===== src/rtl/spr_pkg.sv =====
/*
 * spr_pkg: constants and types for the strobe pin receive sequencer.
 * Assumes a 100 MHz system clock; all timing derives from it.
 */
package spr_pkg;
    localparam int unsigned CLK_PERIOD_NS      = 10;
    // sample period 1.6 us, expressed in ns
    localparam int unsigned SAMPLE_PERIOD_NS   = 1600;
    localparam int unsigned SAMPLE_CYCLES      = SAMPLE_PERIOD_NS / CLK_PERIOD_NS;
    localparam int unsigned SLEEP_ENTRY_PERIODS = 2;
    // identifier notification rate 310 kBd
    localparam int unsigned NOTIFY_BAUD        = 310000;
    localparam int unsigned NOTIFY_BIT_CYCLES  = 1000000000 / (NOTIFY_BAUD * CLK_PERIOD_NS);
    localparam int unsigned BYTE_BITS          = 8;
    localparam logic [7:0]  IDENT_RESET        = 8'h00;
    localparam logic [7:0]  HEADER_RESET       = 8'h00;

    typedef enum logic [3:0] {
        SPR_CONFIG,
        SPR_OSC_SLEEP,
        SPR_OSC_SEARCH,
        SPR_OSC_HEADER,
        SPR_OSC_DATA,
        SPR_PIN_SLEEP,
        SPR_ID_SEARCH,
        SPR_ID_NOTIFY,
        SPR_HDR_SEARCH,
        SPR_DATA_OUT,
        SPR_EOM_PASS
    } spr_state_type;

    // decoded receive stream presented to the sequencer
    typedef struct packed {
        logic       bit_valid;  // one-cycle pulse per decoded bit
        logic       bit_value;
        logic       raw_data;   // undecoded demodulated level
        logic       eom;        // end of message pulse
    } spr_rx_type;

    // spi-side outputs of the device
    typedef struct packed {
        logic       mosi;
        logic       sclk;
    } spr_spi_type;
endpackage : spr_pkg


===== src/rtl/spr_sequencer.sv =====
/*
 * spr_sequencer: receive control state machine for strobe pin and
 * oscillator strobed operation, with identifier and header search.
 * Assumes a decoded bit stream from the data manager on clk, and
 * asynchronous wake / config select pins from the host.
 */
`timescale 1ns/10ps
`default_nettype none

// Operation
// - oscillator mode sleep entry two periods, plus dummy
// - other transitions complete within one sample period
// - oscillator enable zero enters pin sleep
// - wake pin high leaves sleep to search
// - match word or complement advances to notify
// - send identifier byte at 310 kBd
// - wake low returns search/notify to sleep
// - header or complement advances to data output
// - data output, inverted after complemented header
// - wake low in data finishes current byte
// - after end of message pass raw data
// - config select low over one period forces config
// - pin sleep entry two periods plus byte
// - wake tied high keeps receive, discharge off
// - transitions on 1.6 us sample clock; code uses it only for config, sleep exit and wake-low exits
// - match word is Manchester-coded register value
// - data manager drives data and clock out
module spr_sequencer
    import spr_pkg::*;
#(
    parameter int unsigned SAMPLE_DIV = SAMPLE_CYCLES
)(
    input  wire logic        clk,                   // 100 MHz clock
    input  wire logic        reset,                 // synchronous, active high
    input  wire logic        wake_pin,              // strobe pin, asynchronous
    input  wire logic        config_select_n,       // config select pin, active low
    input  wire logic        strobe_osc_enable,     // oscillator enable field
    input  wire logic        data_manager_enable,   // data manager enable field
    input  wire logic        osc_period_end,        // strobe period ended pulse
    input  wire logic        dummy_byte,            // dummy byte shifted on exit
    input  wire logic [7:0]  ident_word_register,   // match word
    input  wire logic [7:0]  header_word,           // header word
    input  wire spr_rx_type  rx,                    // decoded stream
    output spr_spi_type      spi,                   // mosi / sclk
    output spr_state_type    state,                 // current state
    output logic             rx_power_on,           // receiver powered
    output logic             discharge_disable      // oscillator pull-down off
);
    // divider is 16 bits wide and needs at least two counts
    if (SAMPLE_DIV < 2 || SAMPLE_DIV > 65536)
    begin : g_bad_div
        $error("SAMPLE_DIV out of range");
    end

    // sync chains, first stages read only by second stages
    logic wake_m_q, wake_s_q, cfg_m_q, cfg_s_q;
    spr_state_type st_q, st_d;
    logic [15:0] div_q, div_d;
    logic        tick;
    logic [15:0] code_q, code_d;   // last 16 Manchester half bits
    logic [7:0]  sh_q, sh_d;       // identifier notify shifter
    logic [3:0]  bit_q, bit_d;
    logic        inv_q, inv_d;
    logic        stop_q, stop_d;   // wake dropped in data output
    logic [1:0]  slp_q, slp_d;     // sleep-entry period count
    logic        cfg_lo_q, cfg_lo_d;
    logic [15:0] nbaud_q, nbaud_d;
    logic [3:0]  nbit_q, nbit_d;
    spr_spi_type spi_q, spi_d;

    function automatic logic [15:0] manch(input logic [7:0] w);
        logic [15:0] r;
        r = 16'h0000;
        for (int i = 0; i < 8; i++)
            r[2*i +: 2] = w[i] ? 2'b10 : 2'b01;
        return r;
    endfunction : manch

    always_ff @(posedge clk)
    begin
        if (reset)
        begin
            wake_m_q <= 1'b0;
            wake_s_q <= 1'b0;
            cfg_m_q  <= 1'b1;
            cfg_s_q  <= 1'b1;
        end
        else
        begin
            wake_m_q <= wake_pin;
            wake_s_q <= wake_m_q;
            cfg_m_q  <= config_select_n;
            cfg_s_q  <= cfg_m_q;
        end
    end

    logic [15:0] id_code, hdr_code, code_next;
    logic        id_hit, id_inv, hdr_hit, hdr_inv;
    always_comb
    begin
        id_code   = manch(ident_word_register);
        hdr_code  = manch(header_word);
        code_next = {code_q[14:0], rx.bit_value};
        id_hit    = rx.bit_valid && (code_next == id_code);
        id_inv    = rx.bit_valid && (code_next == ~id_code);
        hdr_hit   = rx.bit_valid && (code_next == hdr_code);
        hdr_inv   = rx.bit_valid && (code_next == ~hdr_code);
    end

    always_comb
    begin
        tick     = (div_q == 16'(SAMPLE_DIV - 1));
        div_d    = tick ? 16'h0000 : div_q + 16'h0001;
        st_d     = st_q;
        code_d   = rx.bit_valid ? code_next : code_q;
        sh_d     = sh_q;
        bit_d    = bit_q;
        inv_d    = inv_q;
        stop_d   = stop_q;
        slp_d    = slp_q;
        cfg_lo_d = cfg_lo_q;
        nbaud_d  = nbaud_q;
        nbit_d   = nbit_q;
        spi_d    = spi_q;
        if (tick)
            cfg_lo_d = ~cfg_s_q;
        if (tick && cfg_lo_q && !cfg_s_q)
        begin
            st_d  = SPR_CONFIG;
            slp_d = 2'd0;
            spi_d = '0;
        end
        else
        begin
            case (st_q)
                SPR_CONFIG:
                    if (tick && cfg_s_q)
                        st_d = strobe_osc_enable ? SPR_OSC_SEARCH : SPR_PIN_SLEEP;
                SPR_PIN_SLEEP, SPR_OSC_SLEEP:
                begin
                    if (tick && slp_q != 2'(SLEEP_ENTRY_PERIODS))
                        slp_d = slp_q + 2'd1;
                    if (tick && slp_q == 2'(SLEEP_ENTRY_PERIODS) && (wake_s_q ||
                        (st_q == SPR_OSC_SLEEP && osc_period_end)))
                        st_d = (st_q == SPR_PIN_SLEEP) ? SPR_ID_SEARCH : SPR_OSC_SEARCH;
                end
                SPR_ID_SEARCH, SPR_OSC_SEARCH:
                begin
                    if (id_hit || id_inv)
                    begin
                        st_d    = (st_q == SPR_ID_SEARCH) ? SPR_ID_NOTIFY : SPR_OSC_HEADER;
                        sh_d    = ident_word_register;
                        nbit_d  = 4'd0;
                        nbaud_d = 16'h0000;
                    end
                    else if (tick && st_q == SPR_ID_SEARCH && !wake_s_q)
                        st_d = SPR_PIN_SLEEP;
                    else if (st_q == SPR_OSC_SEARCH && osc_period_end)
                        st_d = SPR_OSC_SLEEP;
                end
                SPR_ID_NOTIFY:
                begin
                    spi_d.sclk = 1'b0;
                    spi_d.mosi = sh_q[7];
                    if (nbaud_q == 16'(NOTIFY_BIT_CYCLES - 1))
                    begin
                        nbaud_d = 16'h0000;
                        sh_d    = {sh_q[6:0], 1'b0};
                        nbit_d  = nbit_q + 4'd1;
                    end
                    else
                        nbaud_d = nbaud_q + 16'h0001;
                    if (tick && !wake_s_q)
                        st_d = SPR_PIN_SLEEP;
                    // host keeps wake high to proceed
                    else if (nbit_q == 4'(BYTE_BITS))
                        st_d = SPR_HDR_SEARCH;
                end
                SPR_HDR_SEARCH, SPR_OSC_HEADER:
                begin
                    if (hdr_hit || hdr_inv)
                    begin
                        st_d  = (st_q == SPR_HDR_SEARCH) ? SPR_DATA_OUT : SPR_OSC_DATA;
                        inv_d = hdr_inv;
                        bit_d = 4'd0;
                        stop_d = 1'b0;
                    end
                    else if (tick && st_q == SPR_HDR_SEARCH && !wake_s_q)
                        st_d = SPR_PIN_SLEEP;
                    else if (st_q == SPR_OSC_HEADER && osc_period_end)
                        st_d = SPR_OSC_SLEEP;
                end
                SPR_DATA_OUT, SPR_OSC_DATA:
                begin
                    if (!wake_s_q && st_q == SPR_DATA_OUT)
                        stop_d = 1'b1;
                    if (rx.bit_valid && data_manager_enable)
                    begin
                        spi_d.mosi = rx.bit_value ^ inv_q;
                        spi_d.sclk = 1'b1;
                        bit_d = (bit_q == 4'(BYTE_BITS - 1)) ? 4'd0 : bit_q + 4'd1;
                    end
                    else
                        spi_d.sclk = 1'b0;
                    if ((stop_q || (st_q == SPR_OSC_DATA && dummy_byte && osc_period_end))
                        && bit_q == 4'd0 && !rx.bit_valid)
                        st_d = (st_q == SPR_DATA_OUT) ? SPR_PIN_SLEEP : SPR_OSC_SLEEP;
                    else if (rx.eom)
                        st_d = SPR_EOM_PASS;
                end
                SPR_EOM_PASS:
                begin
                    spi_d.mosi = rx.raw_data;
                    spi_d.sclk = 1'b0;
                    if (tick && !wake_s_q)
                        st_d = SPR_PIN_SLEEP;
                end
                default:
                    st_d = SPR_CONFIG;
            endcase
            if (st_d != st_q && (st_d == SPR_PIN_SLEEP || st_d == SPR_OSC_SLEEP))
            begin
                slp_d = 2'd0;
                spi_d = '0;
            end
        end
    end

    always_ff @(posedge clk)
    begin
        if (reset)
        begin
            st_q     <= SPR_CONFIG;
            div_q    <= 16'h0000;
            code_q   <= 16'h0000;
            sh_q     <= 8'h00;
            bit_q    <= 4'd0;
            inv_q    <= 1'b0;
            stop_q   <= 1'b0;
            slp_q    <= 2'd0;
            cfg_lo_q <= 1'b0;
            nbaud_q  <= 16'h0000;
            nbit_q   <= 4'd0;
            spi_q    <= '0;
        end
        else
        begin
            st_q     <= st_d;
            div_q    <= div_d;
            code_q   <= code_d;
            sh_q     <= sh_d;
            bit_q    <= bit_d;
            inv_q    <= inv_d;
            stop_q   <= stop_d;
            slp_q    <= slp_d;
            cfg_lo_q <= cfg_lo_d;
            nbaud_q  <= nbaud_d;
            nbit_q   <= nbit_d;
            spi_q    <= spi_d;
        end
    end

    assign state             = st_q;
    assign spi               = spi_q;
    // receiver off only once settled in pin sleep
    assign rx_power_on       = !(st_q == SPR_PIN_SLEEP && slp_q == 2'(SLEEP_ENTRY_PERIODS));
    assign discharge_disable = wake_s_q;
endmodule : spr_sequencer

`default_nettype wire


===== config.mk =====
export PLATFORM = sky130hd
export DESIGN_NAME = spr_sequencer
export DESIGN_NICKNAME = d
export VERILOG_FILES = /design/src/rtl/spr_pkg.sv /design/src/rtl/spr_sequencer.sv
export SDC_FILE = /design/constraint.sdc
export NUM_CORES = 1
export LEC_CHECK = 0
export ABC_CLOCK_PERIOD_IN_PS = 6800
export BUFFER_PORTS_ARGS = -buffer_cell sky130_fd_sc_hd__buf_2
export CAP_MARGIN = 10
export CORE_UTILIZATION = 45
export CTS_BUF_LIST = sky130_fd_sc_hd__clkbuf_8 sky130_fd_sc_hd__clkbuf_16
export CTS_CLUSTER_DIAMETER = 120
export DETAILED_ROUTE_END_ITERATION = 16
export GPL_TIMING_DRIVEN = 0
export PLACE_DENSITY = 0.72
export SLEW_MARGIN = 20
export SYNTH_ARGS = -nofsm -noshare
export SYNTH_HDL_FRONTEND = slang
export SYNTH_SLANG_ARGS = --single-unit

===== constraint.sdc =====
create_clock -name clk -period 6.8 [get_ports clk]
set_clock_uncertainty 0.2 [all_clocks]
set_input_delay 1.02 -clock clk [delete_from_list [all_inputs] [get_ports clk]]
set_output_delay 1.02 -clock clk [all_outputs]
set_load 0.01 [all_outputs]

== Word-level counts from Yosys, hierarchy flattened ==
Cells that the tools add are included.
Cells by class
  $add $sub $neg: 5
  equality and inequality tests: 28
  multiplexer cells: 55
  bitwise logic cells: 5
  reduce and logical (&&, ||, !) cells: 54
Operators by type and width (number)
  4-bit two-way mux: 20
  16-bit == test: 4
  16-bit by 1-bit adder with 16-bit output (second input constant): 2
  16-bit two-way mux: 2
  2-bit two-way mux: 16
  16-bit inverter: 2
  16-bit one-hot mux with 2 select lines: 1
  4-bit one-hot mux with 7 select lines: 1
  1-bit logical AND: 26
  4-bit by 3-bit == test with 1-bit output (second input constant): 6
  16-bit by 8-bit == test with 1-bit output (second input constant): 1
  16-bit by 9-bit == test with 1-bit output (second input constant): 1
  4-bit == test (second input constant): 4
  8-bit two-way mux: 2
  4-bit one-hot mux with 2 select lines: 2
  8-bit one-hot mux with 2 select lines: 1
  3-bit two-way mux: 4
  2-bit inequality test (second input constant): 6
  4-bit AND reduction: 3
  2-bit OR reduction: 6
  4-bit by 1-bit adder with 4-bit output (second input constant): 2
  4-bit by 1-bit == test with 1-bit output (second input constant): 2
  4-bit by 2-bit == test with 1-bit output (second input constant): 2
  4-bit zero test: 2
  15 further kinds: 29
Storage, ports and cells
  register bits after elaboration: 78
  bits of input ports: 28
  output and inout port bits: 8
  word-level logic and storage cells: 164

== Longest topological paths before layout ==
Gate-level depths: netlist of the first run.
  depth in word-level cells: 13
  depth in mapped cells: 10
  gate-level depth less buffers: 10

== Worst setup path before layout of the first run ==
OpenSTA, ideal clock, no wires.
  path type: input-to-reg
  start point: input rx[2] in the netlist's numbering
  end point: register slp_q[0]
  setup time: 0.133 ns
  arrival time: 3.167 ns
  data required time: 6.467 ns
  path slack: 3.300 ns
  cell stages on the path: 9
  buffers on the path: 1
  cell sequence: buf_4 > or3b_2 > a222oi_1 > or4b_4 > o21ai_4 > nor2_1 > a2111oi_2 > nor4b_4 > nor4_1
Between the ends
  cells in the longest elaborated chain, start to end: 10
  elaborated cells between the ends (all ways): 20
  classes of those cells: eq/ne: 7; mux: 4; reduce/logical: 9
RTL lines
  start: declaration: RTL line spr_sequencer.sv:43  | input wire spr_rx_type rx,
  16-bit == test (on tied branches)
  1-bit logical AND (on tied branches)
  1-bit logical OR (on tied branches): RTL line spr_sequencer.sv:181, spr_sequencer.sv:149
  4-bit two-way mux (on tied branches): RTL line spr_sequencer.sv:181, spr_sequencer.sv:149
  4-bit one-hot mux with 7 select lines (*): RTL line spr_sequencer.sv:135  | case (st_q)
  4-bit two-way mux (*): RTL line spr_sequencer.sv:127  | if (tick && cfg_lo_q && !cfg_s_q)
  4-bit by 3-bit == test with 1-bit output / 4-bit by 1-bit == test with 1-bit output (equally long branches): RTL line spr_sequencer.sv:221  | if (st_d != st_q && (st_d == SPR_PIN_SLEEP || st_d == SPR_OSC_SLEEP))
  1-bit logical OR: RTL line spr_sequencer.sv:221
  1-bit logical AND (*): RTL line spr_sequencer.sv:221
  3-bit OR reduction (no line) (*)
  end signal: assignment: RTL line spr_sequencer.sv:255  | slp_q <= slp_d;
  end: declaration: RTL line spr_sequencer.sv:65  | logic [1:0] slp_q, slp_d;
Every way passes the cells marked *; elsewhere a longest branch is shown, timed or not. The select of a mux whose other input is x is not followed.
A chain may end at the register's enable or synchronous reset.

== Worst setup path in the final report of the first run ==
  start point: input ident_word_register[3]
  end point: register nbaud_q[6]
Between the ends
  cells in the longest elaborated chain, start to end: 7
  elaborated cells between the ends (all ways): 9
  classes of those cells: eq/ne: 3; mux: 1; bitwise: 1; reduce/logical: 4
RTL lines
  start: declaration: RTL line spr_sequencer.sv:41  | input wire logic [7:0] ident_word_register,
  2-bit two-way mux (*): RTL line spr_sequencer.sv:75  | r[2*i +: 2] = w[i] ? 2'b10 : 2'b01;
  16-bit inverter: RTL line spr_sequencer.sv:105  | id_inv = rx.bit_valid && (code_next == ~id_code);
  16-bit == test: RTL line spr_sequencer.sv:105
  1-bit logical AND: RTL line spr_sequencer.sv:105
  1-bit logical OR (*): RTL line spr_sequencer.sv:149  | if (id_hit || id_inv)
  2-bit inequality test (no line) (*)
  3-bit AND reduction (no line) (*)
  end signal: assignment: RTL line spr_sequencer.sv:257  | nbaud_q <= nbaud_d;
  end: declaration: RTL line spr_sequencer.sv:67  | logic [15:0] nbaud_q, nbaud_d;
Every way passes the cells marked *; elsewhere a longest branch is shown, timed or not.

==> results by group, run 1 <==
Pwr
  • LEAKAGE: between 1.5 and 2 nW
  • PD cells: 166.8 nW/um^2
  • Max IR drop VDD: 0.1215 mV

Setup path
  • Worst-path fanout max: 10
  • Crit end category: flip-flop
  • Worst Setup Start Kind: input port
  • Setup CP Type: in2reg
  • R2R depth: 10
  • Most used cell, CP: nor2_1
  • Crit-path slowest cell: clkbuf_1
  • Worst flop-to-flop path endpoint: nbaud_q[6]
  • Max incr delay on CP: 0.40 ns
  • R2R setup slack: approximately 3.4 ns
  • Critical Path RT: slightly below 7 ns
  • Arr. time, crit path: 3.53 ns
  • R2r startpoint: code_q[6]
  • Cell-by-cell trace of the critical path: buf_2, nor3b_1, o22ai_1, nor4_1, o211ai_1, nor2_1, or2_1, o21bai_1, clkbuf_1, nor2_1

Routing
  • Via count: 4,218
  • Drt total wl: 11,190 um
  • Initial DRC count: between 200 and 300
  • Antenna viol nets, final: 0
  • Total iterations of the first detailed-routing run: 5
  • DR WL/cell: approximately 15 um
  • Via-to-Cell Ratio: 5.677
  • # DRC: 0

Placement
  • Dpl cells: 727
  • Port buffer count: 33
  • Dpl cell area: 4964 um^2
  • HPWL after DPL: 8305 um
  • Routability cong.: 0.8321

Run
  • Maxcap violations: 0

Hold path
  • Worst Min Path Start: cfg_m_q
  • Worst hold path stage count: 1
  • Tightest Hold Check Type: reg2reg
  • Hold Path End: cfg_s_q

Logic synthesis
  • Synth Area per Inst: approximately 8.3 um^2
  • Synth Cell Area: 4632 um^2
  • Post-synthesis cell count: 561
  • Syn nets: 597
  • Flops & latches, synth: 78
  • Netlist cell types: a little over 70
  • Synth cell count leaders: nor2_1, dfxtp_1, nand2_1
  • Synth async-reset ratio: 0
  • EDFF count, synth: 0
  • Count leader, synth: nor2_1
  • Register area share after synthesis: 0.3371
  • Largest area contributor in the netlist: dfxtp_1
  • Synth top area cells: dfxtp_1, nor2_1, mux2i_1
  • Synthesis warning total: 0
  • Post-synth top flop: dfxtp_1
  • Share of the synthesized area in the top cell type: 0.3371

Timing
  • Final Hold Fails: 0
  • Rel. slew slack: 0.4819
  • Slew Viols, Final: 0
  • Worst-margin pin slew: 0.7772 ns
  • Final period util: 0.5149
  • # setup viols final: 0
  • Total negative setup slack: 0 ns
  • Max frequency: 285.6 MHz
  • Tmin final: roughly 3.5 ns
  • RSZ-0062 raised after global routing: no

Finish
  • Fin util: 0.5235
  • # diodes: 0
  • Layout cell share with drive strength beyond 1: 0.1213
  • # nets final: about 640
  • Fillcell total: 910
  • Cell area after layout: 5164 um^2
  • Non-filler cells in the finished layout: 743
  • Synth-to-layout area growth: 11.48%

Global routing
  • First-pass GRT wire length: between 15,000 and 20,000 um
  • Initial antenna violation count: 0
  • Grt ovf: 0
  • Largest net degree at the start of global routing: 14
  • Vias in the first global route: 3,862
  • Gr usage total: 0.2157

CTS
  • CTS sink count: ~80
  • CTS Hold Bufs: 0
  • H-Tree Depth: 3
  • Clock slew at reported path FFs: roughly 0.080 ns
  • Clk root buf: clkbuf_8
  • CTS buffer count: 9
  • CTS tree: yes
  • Post-CTS setup buffer count: 0
  • CTS max path bufs: 2
  • PostCTS Resize Cnt: 0
  • Worst skew pair latency: 0.35 ns

Die
  • Std-Cell Rows: 36
  • Ports: 36
  • Core Region: roughly 9900 um^2
  • Die width: a little over 100 um
  • Initial core utilization: 0.4696
  • Area of the die: 10,700 um^2
  • Die Ht: 103.5 um

Run status
  • Status: complete, no violations
==> sequential cells by signal, summed over array words and instances (netlist names) <==
register	flops
bit_q	4
cfg_lo_q	1
cfg_m_q	1
cfg_s_q	1
code_q	15
discharge_disable	1
div_q	16
inv_q	1
nbaud_q	16
nbit_q	4
sh_q	8
slp_q	2
spi	2
state	4
stop_q	1
wake_m_q	1
==> worst max-delay path, delay by kind of cell <==
family | cells | cell delay (ns)
AO/OA/AOI/OAI | 3 | 0.78
AND/OR/NAND/NOR | 5 | 1.20
buffers and inverters | 2 | 0.53
==> metal layers <==
layer / up-vias / track usage / routed length, um
met5: - / 0 / 0
met4: 0 / 0.08667 / 184
met3: 17 / 0.03696 / 519
met2: 100 / 0.3535 / 5223
met1: 2005 / 0.2821 / 5260
li1: 2096 / - / -
==> through the flow <==
stage               hold WS, ns  setup slack [ns]  power (W)
floorplan                0.1895             3.300  0.0004966
global placement         0.1994             2.989  0.0005162
detailed placement       0.1993             2.959  0.0005173
CTS                      0.2191             3.327  0.0008658
global route             0.2562             3.040  0.0008898
finish                   0.2175             3.299  0.0008614
==> layout by cell type, fill, tap and decap left out, types with 8 or more instances in the layout <==
master | Yosys | final
clkbuf_8 | 0 | 10
and3b_1 | 21 | 21
nand3_1 | 22 | 22
inv_1 | 16 | 17
clkbuf_1 | 23 | 23
o22ai_1 | 14 | 14
mux2i_1 | 24 | 24
buf_2 | 4 | 37
o21ai_0 | 9 | 9
nor2_1 | 84 | 84
nor4_1 | 10 | 10
nand4_1 | 9 | 9
nand2_1 | 38 | 38
a211oi_1 | 8 | 8
nor3b_1 | 25 | 25
dfxtp_1 | 78 | 78
ha_1 | 8 | 8
a21oi_1 | 18 | 18
xor2_1 | 17 | 17
xnor2_1 | 15 | 15
nor3_1 | 12 | 12
==> worst max-delay path by stage <==
stage / from / to / slack, ns / cells past startpoint
finish: ident_word_register[3] / nbaud_q[6] / 3.30 / 10
detailed placement: ident_word_register[3] / nbaud_q[6] / 2.96 / 10
CTS: ident_word_register[3] / nbaud_q[6] / 3.33 / 10
floorplan: rx[2] / slp_q[0] / 3.30 / 9
global placement: rx[2] / nbaud_q[11] / 2.99 / 10
global route: ident_word_register[3] / nbaud_q[4] / 3.04 / 10
==> cell type report <==
| class | instances | area [um^2] | share of cell area |
|---|---|---|---|
| buffer | 33 | 143.9 | 0.02787 |
| clock buffer | 10 | 137.6 | 0.02665 |
| clock inverter | 6 | 62.56 | 0.01212 |
| inverter | 16 | 60.06 | 0.01163 |
| multi-input combinational | 434 | 2867 | 0.5551 |
| sequential | 78 | 1562 | 0.3024 |
| tap | 133 | 166.4 | 0.03223 |
| timing repair buffer | 33 | 165.2 | 0.03198 |
==> cells by family (layout without fill, tap and decap cells) <==
group	count (synthesis)	after routing	share of synthesized area
adders and majority gates	8	8	0.02161
buffers and inverters	49	98	0.04403
AOI/OAI and AO/OA	91	91	0.1402
muxes	25	25	0.05429
DFF	78	78	0.3371
and+or+nand+nor	278	278	0.3422
xor gates and xnor gates	32	32	0.06051
==> where the power goes <==
part / internal, W / switching, W
clock: 0.000178 / 0.000176
combinational: 0.0000172 / 0.0000281
sequential: 0.000460 / 0.00000240
No activity file was read; power rests on OpenSTA's default activity.
==> run 2: changes to the inputs <==
- ABC_CLOCK_PERIOD_IN_PS: 6800 -> 3470
- clock period: 6.8 -> 3.47 ns (I/O delays scaled with it)
==> run 2 against run 1 <==
Sequential share of layout area shrank 0.16 points. Register-to-register slack lost 3.1 ns. Largest cell class unchanged. Sequential power grew 96%. Sequential cell count is the same. Die area is the same. Hold slack lost 0.065 ns. Clock power grew 96%. Via count grew 1.2%. Combinational power grew 96%.
==> results by group, run 2 (synthesis gave the netlist of run 1 again) <==
CTS
  • Worst skew pair latency: 0.35 ns
  • CTS sink count: slightly below 80
  • CTS tree: yes
  • CTS max path bufs: 2
  • Clk root buf: clkbuf_8
  • CTS buffer count: 9
  • Clock slew at reported path FFs: around 0.080 ns
  • CTS Hold Bufs: 0
  • H-Tree Depth: 3

Finish
  • Most frequent cells in the layout: nor2_1, dfxtp_1, nand2_1
  • Layout cell share with drive strength beyond 1: 0.1289
  • Synth-to-layout area growth: 12.07%
  • Fillcell total: approximately 900
  • Most common cell after layout, fill and taps aside: nor2_1
  • # diodes: 0
  • Top Registers: div_q: 16 flops, nbaud_q: 16 flops, code_q: 15 flops
  • # nets final: 644

Setup path
  • Arr. time, crit path: 3.18 ns
  • R2R depth: 9
  • R2R setup slack: 0.30 ns
  • R2r startpoint: div_q[0]
  • Worst Setup Start Kind: flip-flop
  • Critical Path RT: 3.48 ns
  • Setup CP Type: reg2reg
  • Worst-path fanout max: 7
  • Crit end category: flip-flop
  • Worst flop-to-flop path endpoint: spi[1]

Timing
  • Worst-margin pin slew: 0.7618 ns
  • Tmin final: 3.172 ns
  • Total negative setup slack: 0 ns
  • Rel. slew slack: 0.4921
  • Final Hold Fails: 0
  • Max frequency: 315.2 MHz
  • Final period util: 0.9142
  • # setup viols final: 0
  • Slew Viols, Final: 0
  • RSZ-0062 raised after global routing: no
  • Fin Hold WS: 0.1529 ns

Placement
  • Routability cong.: 0.8321
  • Port buffer count: 33
  • HPWL after DPL: 8305 um

Die
  • Std-Cell Rows: 36
  • Area of the die: 10,700 um^2
  • Ports: 36
  • Die width: roughly 100 um
  • Initial core utilization: 0.4696
  • Core Region: ~9900 um^2
  • Die Ht: 103.5 um

Global routing
  • Largest net degree at the start of global routing: 14
  • First-pass GRT wire length: 17,870 um
  • Initial antenna violation count: 0
  • Vias in the first global route: 3,862
  • Grt ovf: 0
  • Gr usage total: 0.2157

Routing
  • Drt total wl: 11,230 um
  • Antenna viol nets, final: 0
  • Via count: 4,269
  • Via-to-Cell Ratio: 5.723
  • Initial DRC count: 246
  • # DRC: 0
  • DR WL/cell: between 15 and 20 um
  • Total iterations of the first detailed-routing run: 5

Pwr
  • Max IR drop VDD: 0.2377 mV
  • LEAKAGE: 1.961 nW
  • Design Power: 0.001688 W
  • PD cells: 325.1 nW/um^2

Hold path
  • Tightest Hold Check Type: in2reg
  • Worst hold path stage count: 2
  • Hold Path End: cfg_m_q
  • Worst Min Path Start: config_select_n

Run
  • Maxcap violations: 0

Run status
  • Status: complete, no violations
-- run 2: metal layers --
layer / vias to the layer above / wire [um] / GRT usage
met5: - / 0 / 0
met4: 0 / 182 / 0.08667
met3: 17 / 515 / 0.03696
met2: 118 / 5237 / 0.3535
met1: 2030 / 5294 / 0.2821
li1: 2104 / - / -
-- run 2: through the flow --
step | instances | area [um^2] | worst slack [ns] | util
after global placement | 727 | 4964 | 0.1588 | 0.5032
after global routing | 746 | 5191 | 0.1018 | 0.5263
final | 746 | 5191 | 0.2979 | 0.5263
after detailed placement | 727 | 4964 | 0.1049 | 0.5032
after CTS | 743 | 5164 | 0.08806 | 0.5235
after floorplan | 561 | 4632 | 0.4693 | -
-- run 2: what timing repair did --
item                       in CTS  in global routing
setup buffers                   0                  3
hold endpoints to repair        0                  0
setup endpoints to repair       0                 13
gates resized for setup         0                  3
-- run 2: worst max path at each step --
stage / start / to / slack [ns] / depth (start not counted)
2_1_floorplan: rx[2] / slp_q[0] / 0.47 / 9
3_3_place_gp: rx[2] / nbaud_q[11] / 0.16 / 10
3_5_place_dp: code_q[6] / nbaud_q[6] / 0.10 / 10
4_1_cts: code_q[6] / nbaud_q[6] / 0.09 / 10
5_1_grt: code_q[6] / sh_q[0] / 0.10 / 10
6_report: div_q[0] / spi[1] / 0.30 / 9
-- run 2: worst max-delay path, cell delays in order, from the launching register on --
cell and delay, ns:
dfxtp_1 0.37, ha_1 0.21, and4_1 0.31, nand4_1 0.33
or4_1 0.50, o31a_1 0.12, o311ai_1 0.40, nor4_4 0.11
nor4b_4 0.40, nor4_1 0.09
-- run 2: layout make-up --
type | count | area [um^2] | share of cell area
Multi-Input combinational cell | 434 | 2870 | 0.5529
Buffer | 33 | 145.1 | 0.02796
Clock inverter | 6 | 62.56 | 0.01205
Clock buffer | 10 | 137.6 | 0.02651
Timing Repair Buffer | 36 | 187.7 | 0.03615
Sequential cell | 78 | 1562 | 0.3008
Inverter | 16 | 60.06 | 0.01157
Tap cell | 133 | 166.4 | 0.03206
-- run 2: where the power goes --
| group | total, W | internal, W | switching [W] | leakage [nW] |
|---|---|---|---|---|
| registers | 0.000905 | 0.000901 | 0.00000468 | 0.630 |
| logic | 0.0000888 | 0.0000339 | 0.0000549 | 1.23 |
| clock network | 0.000694 | 0.000350 | 0.000344 | 0.0997 |
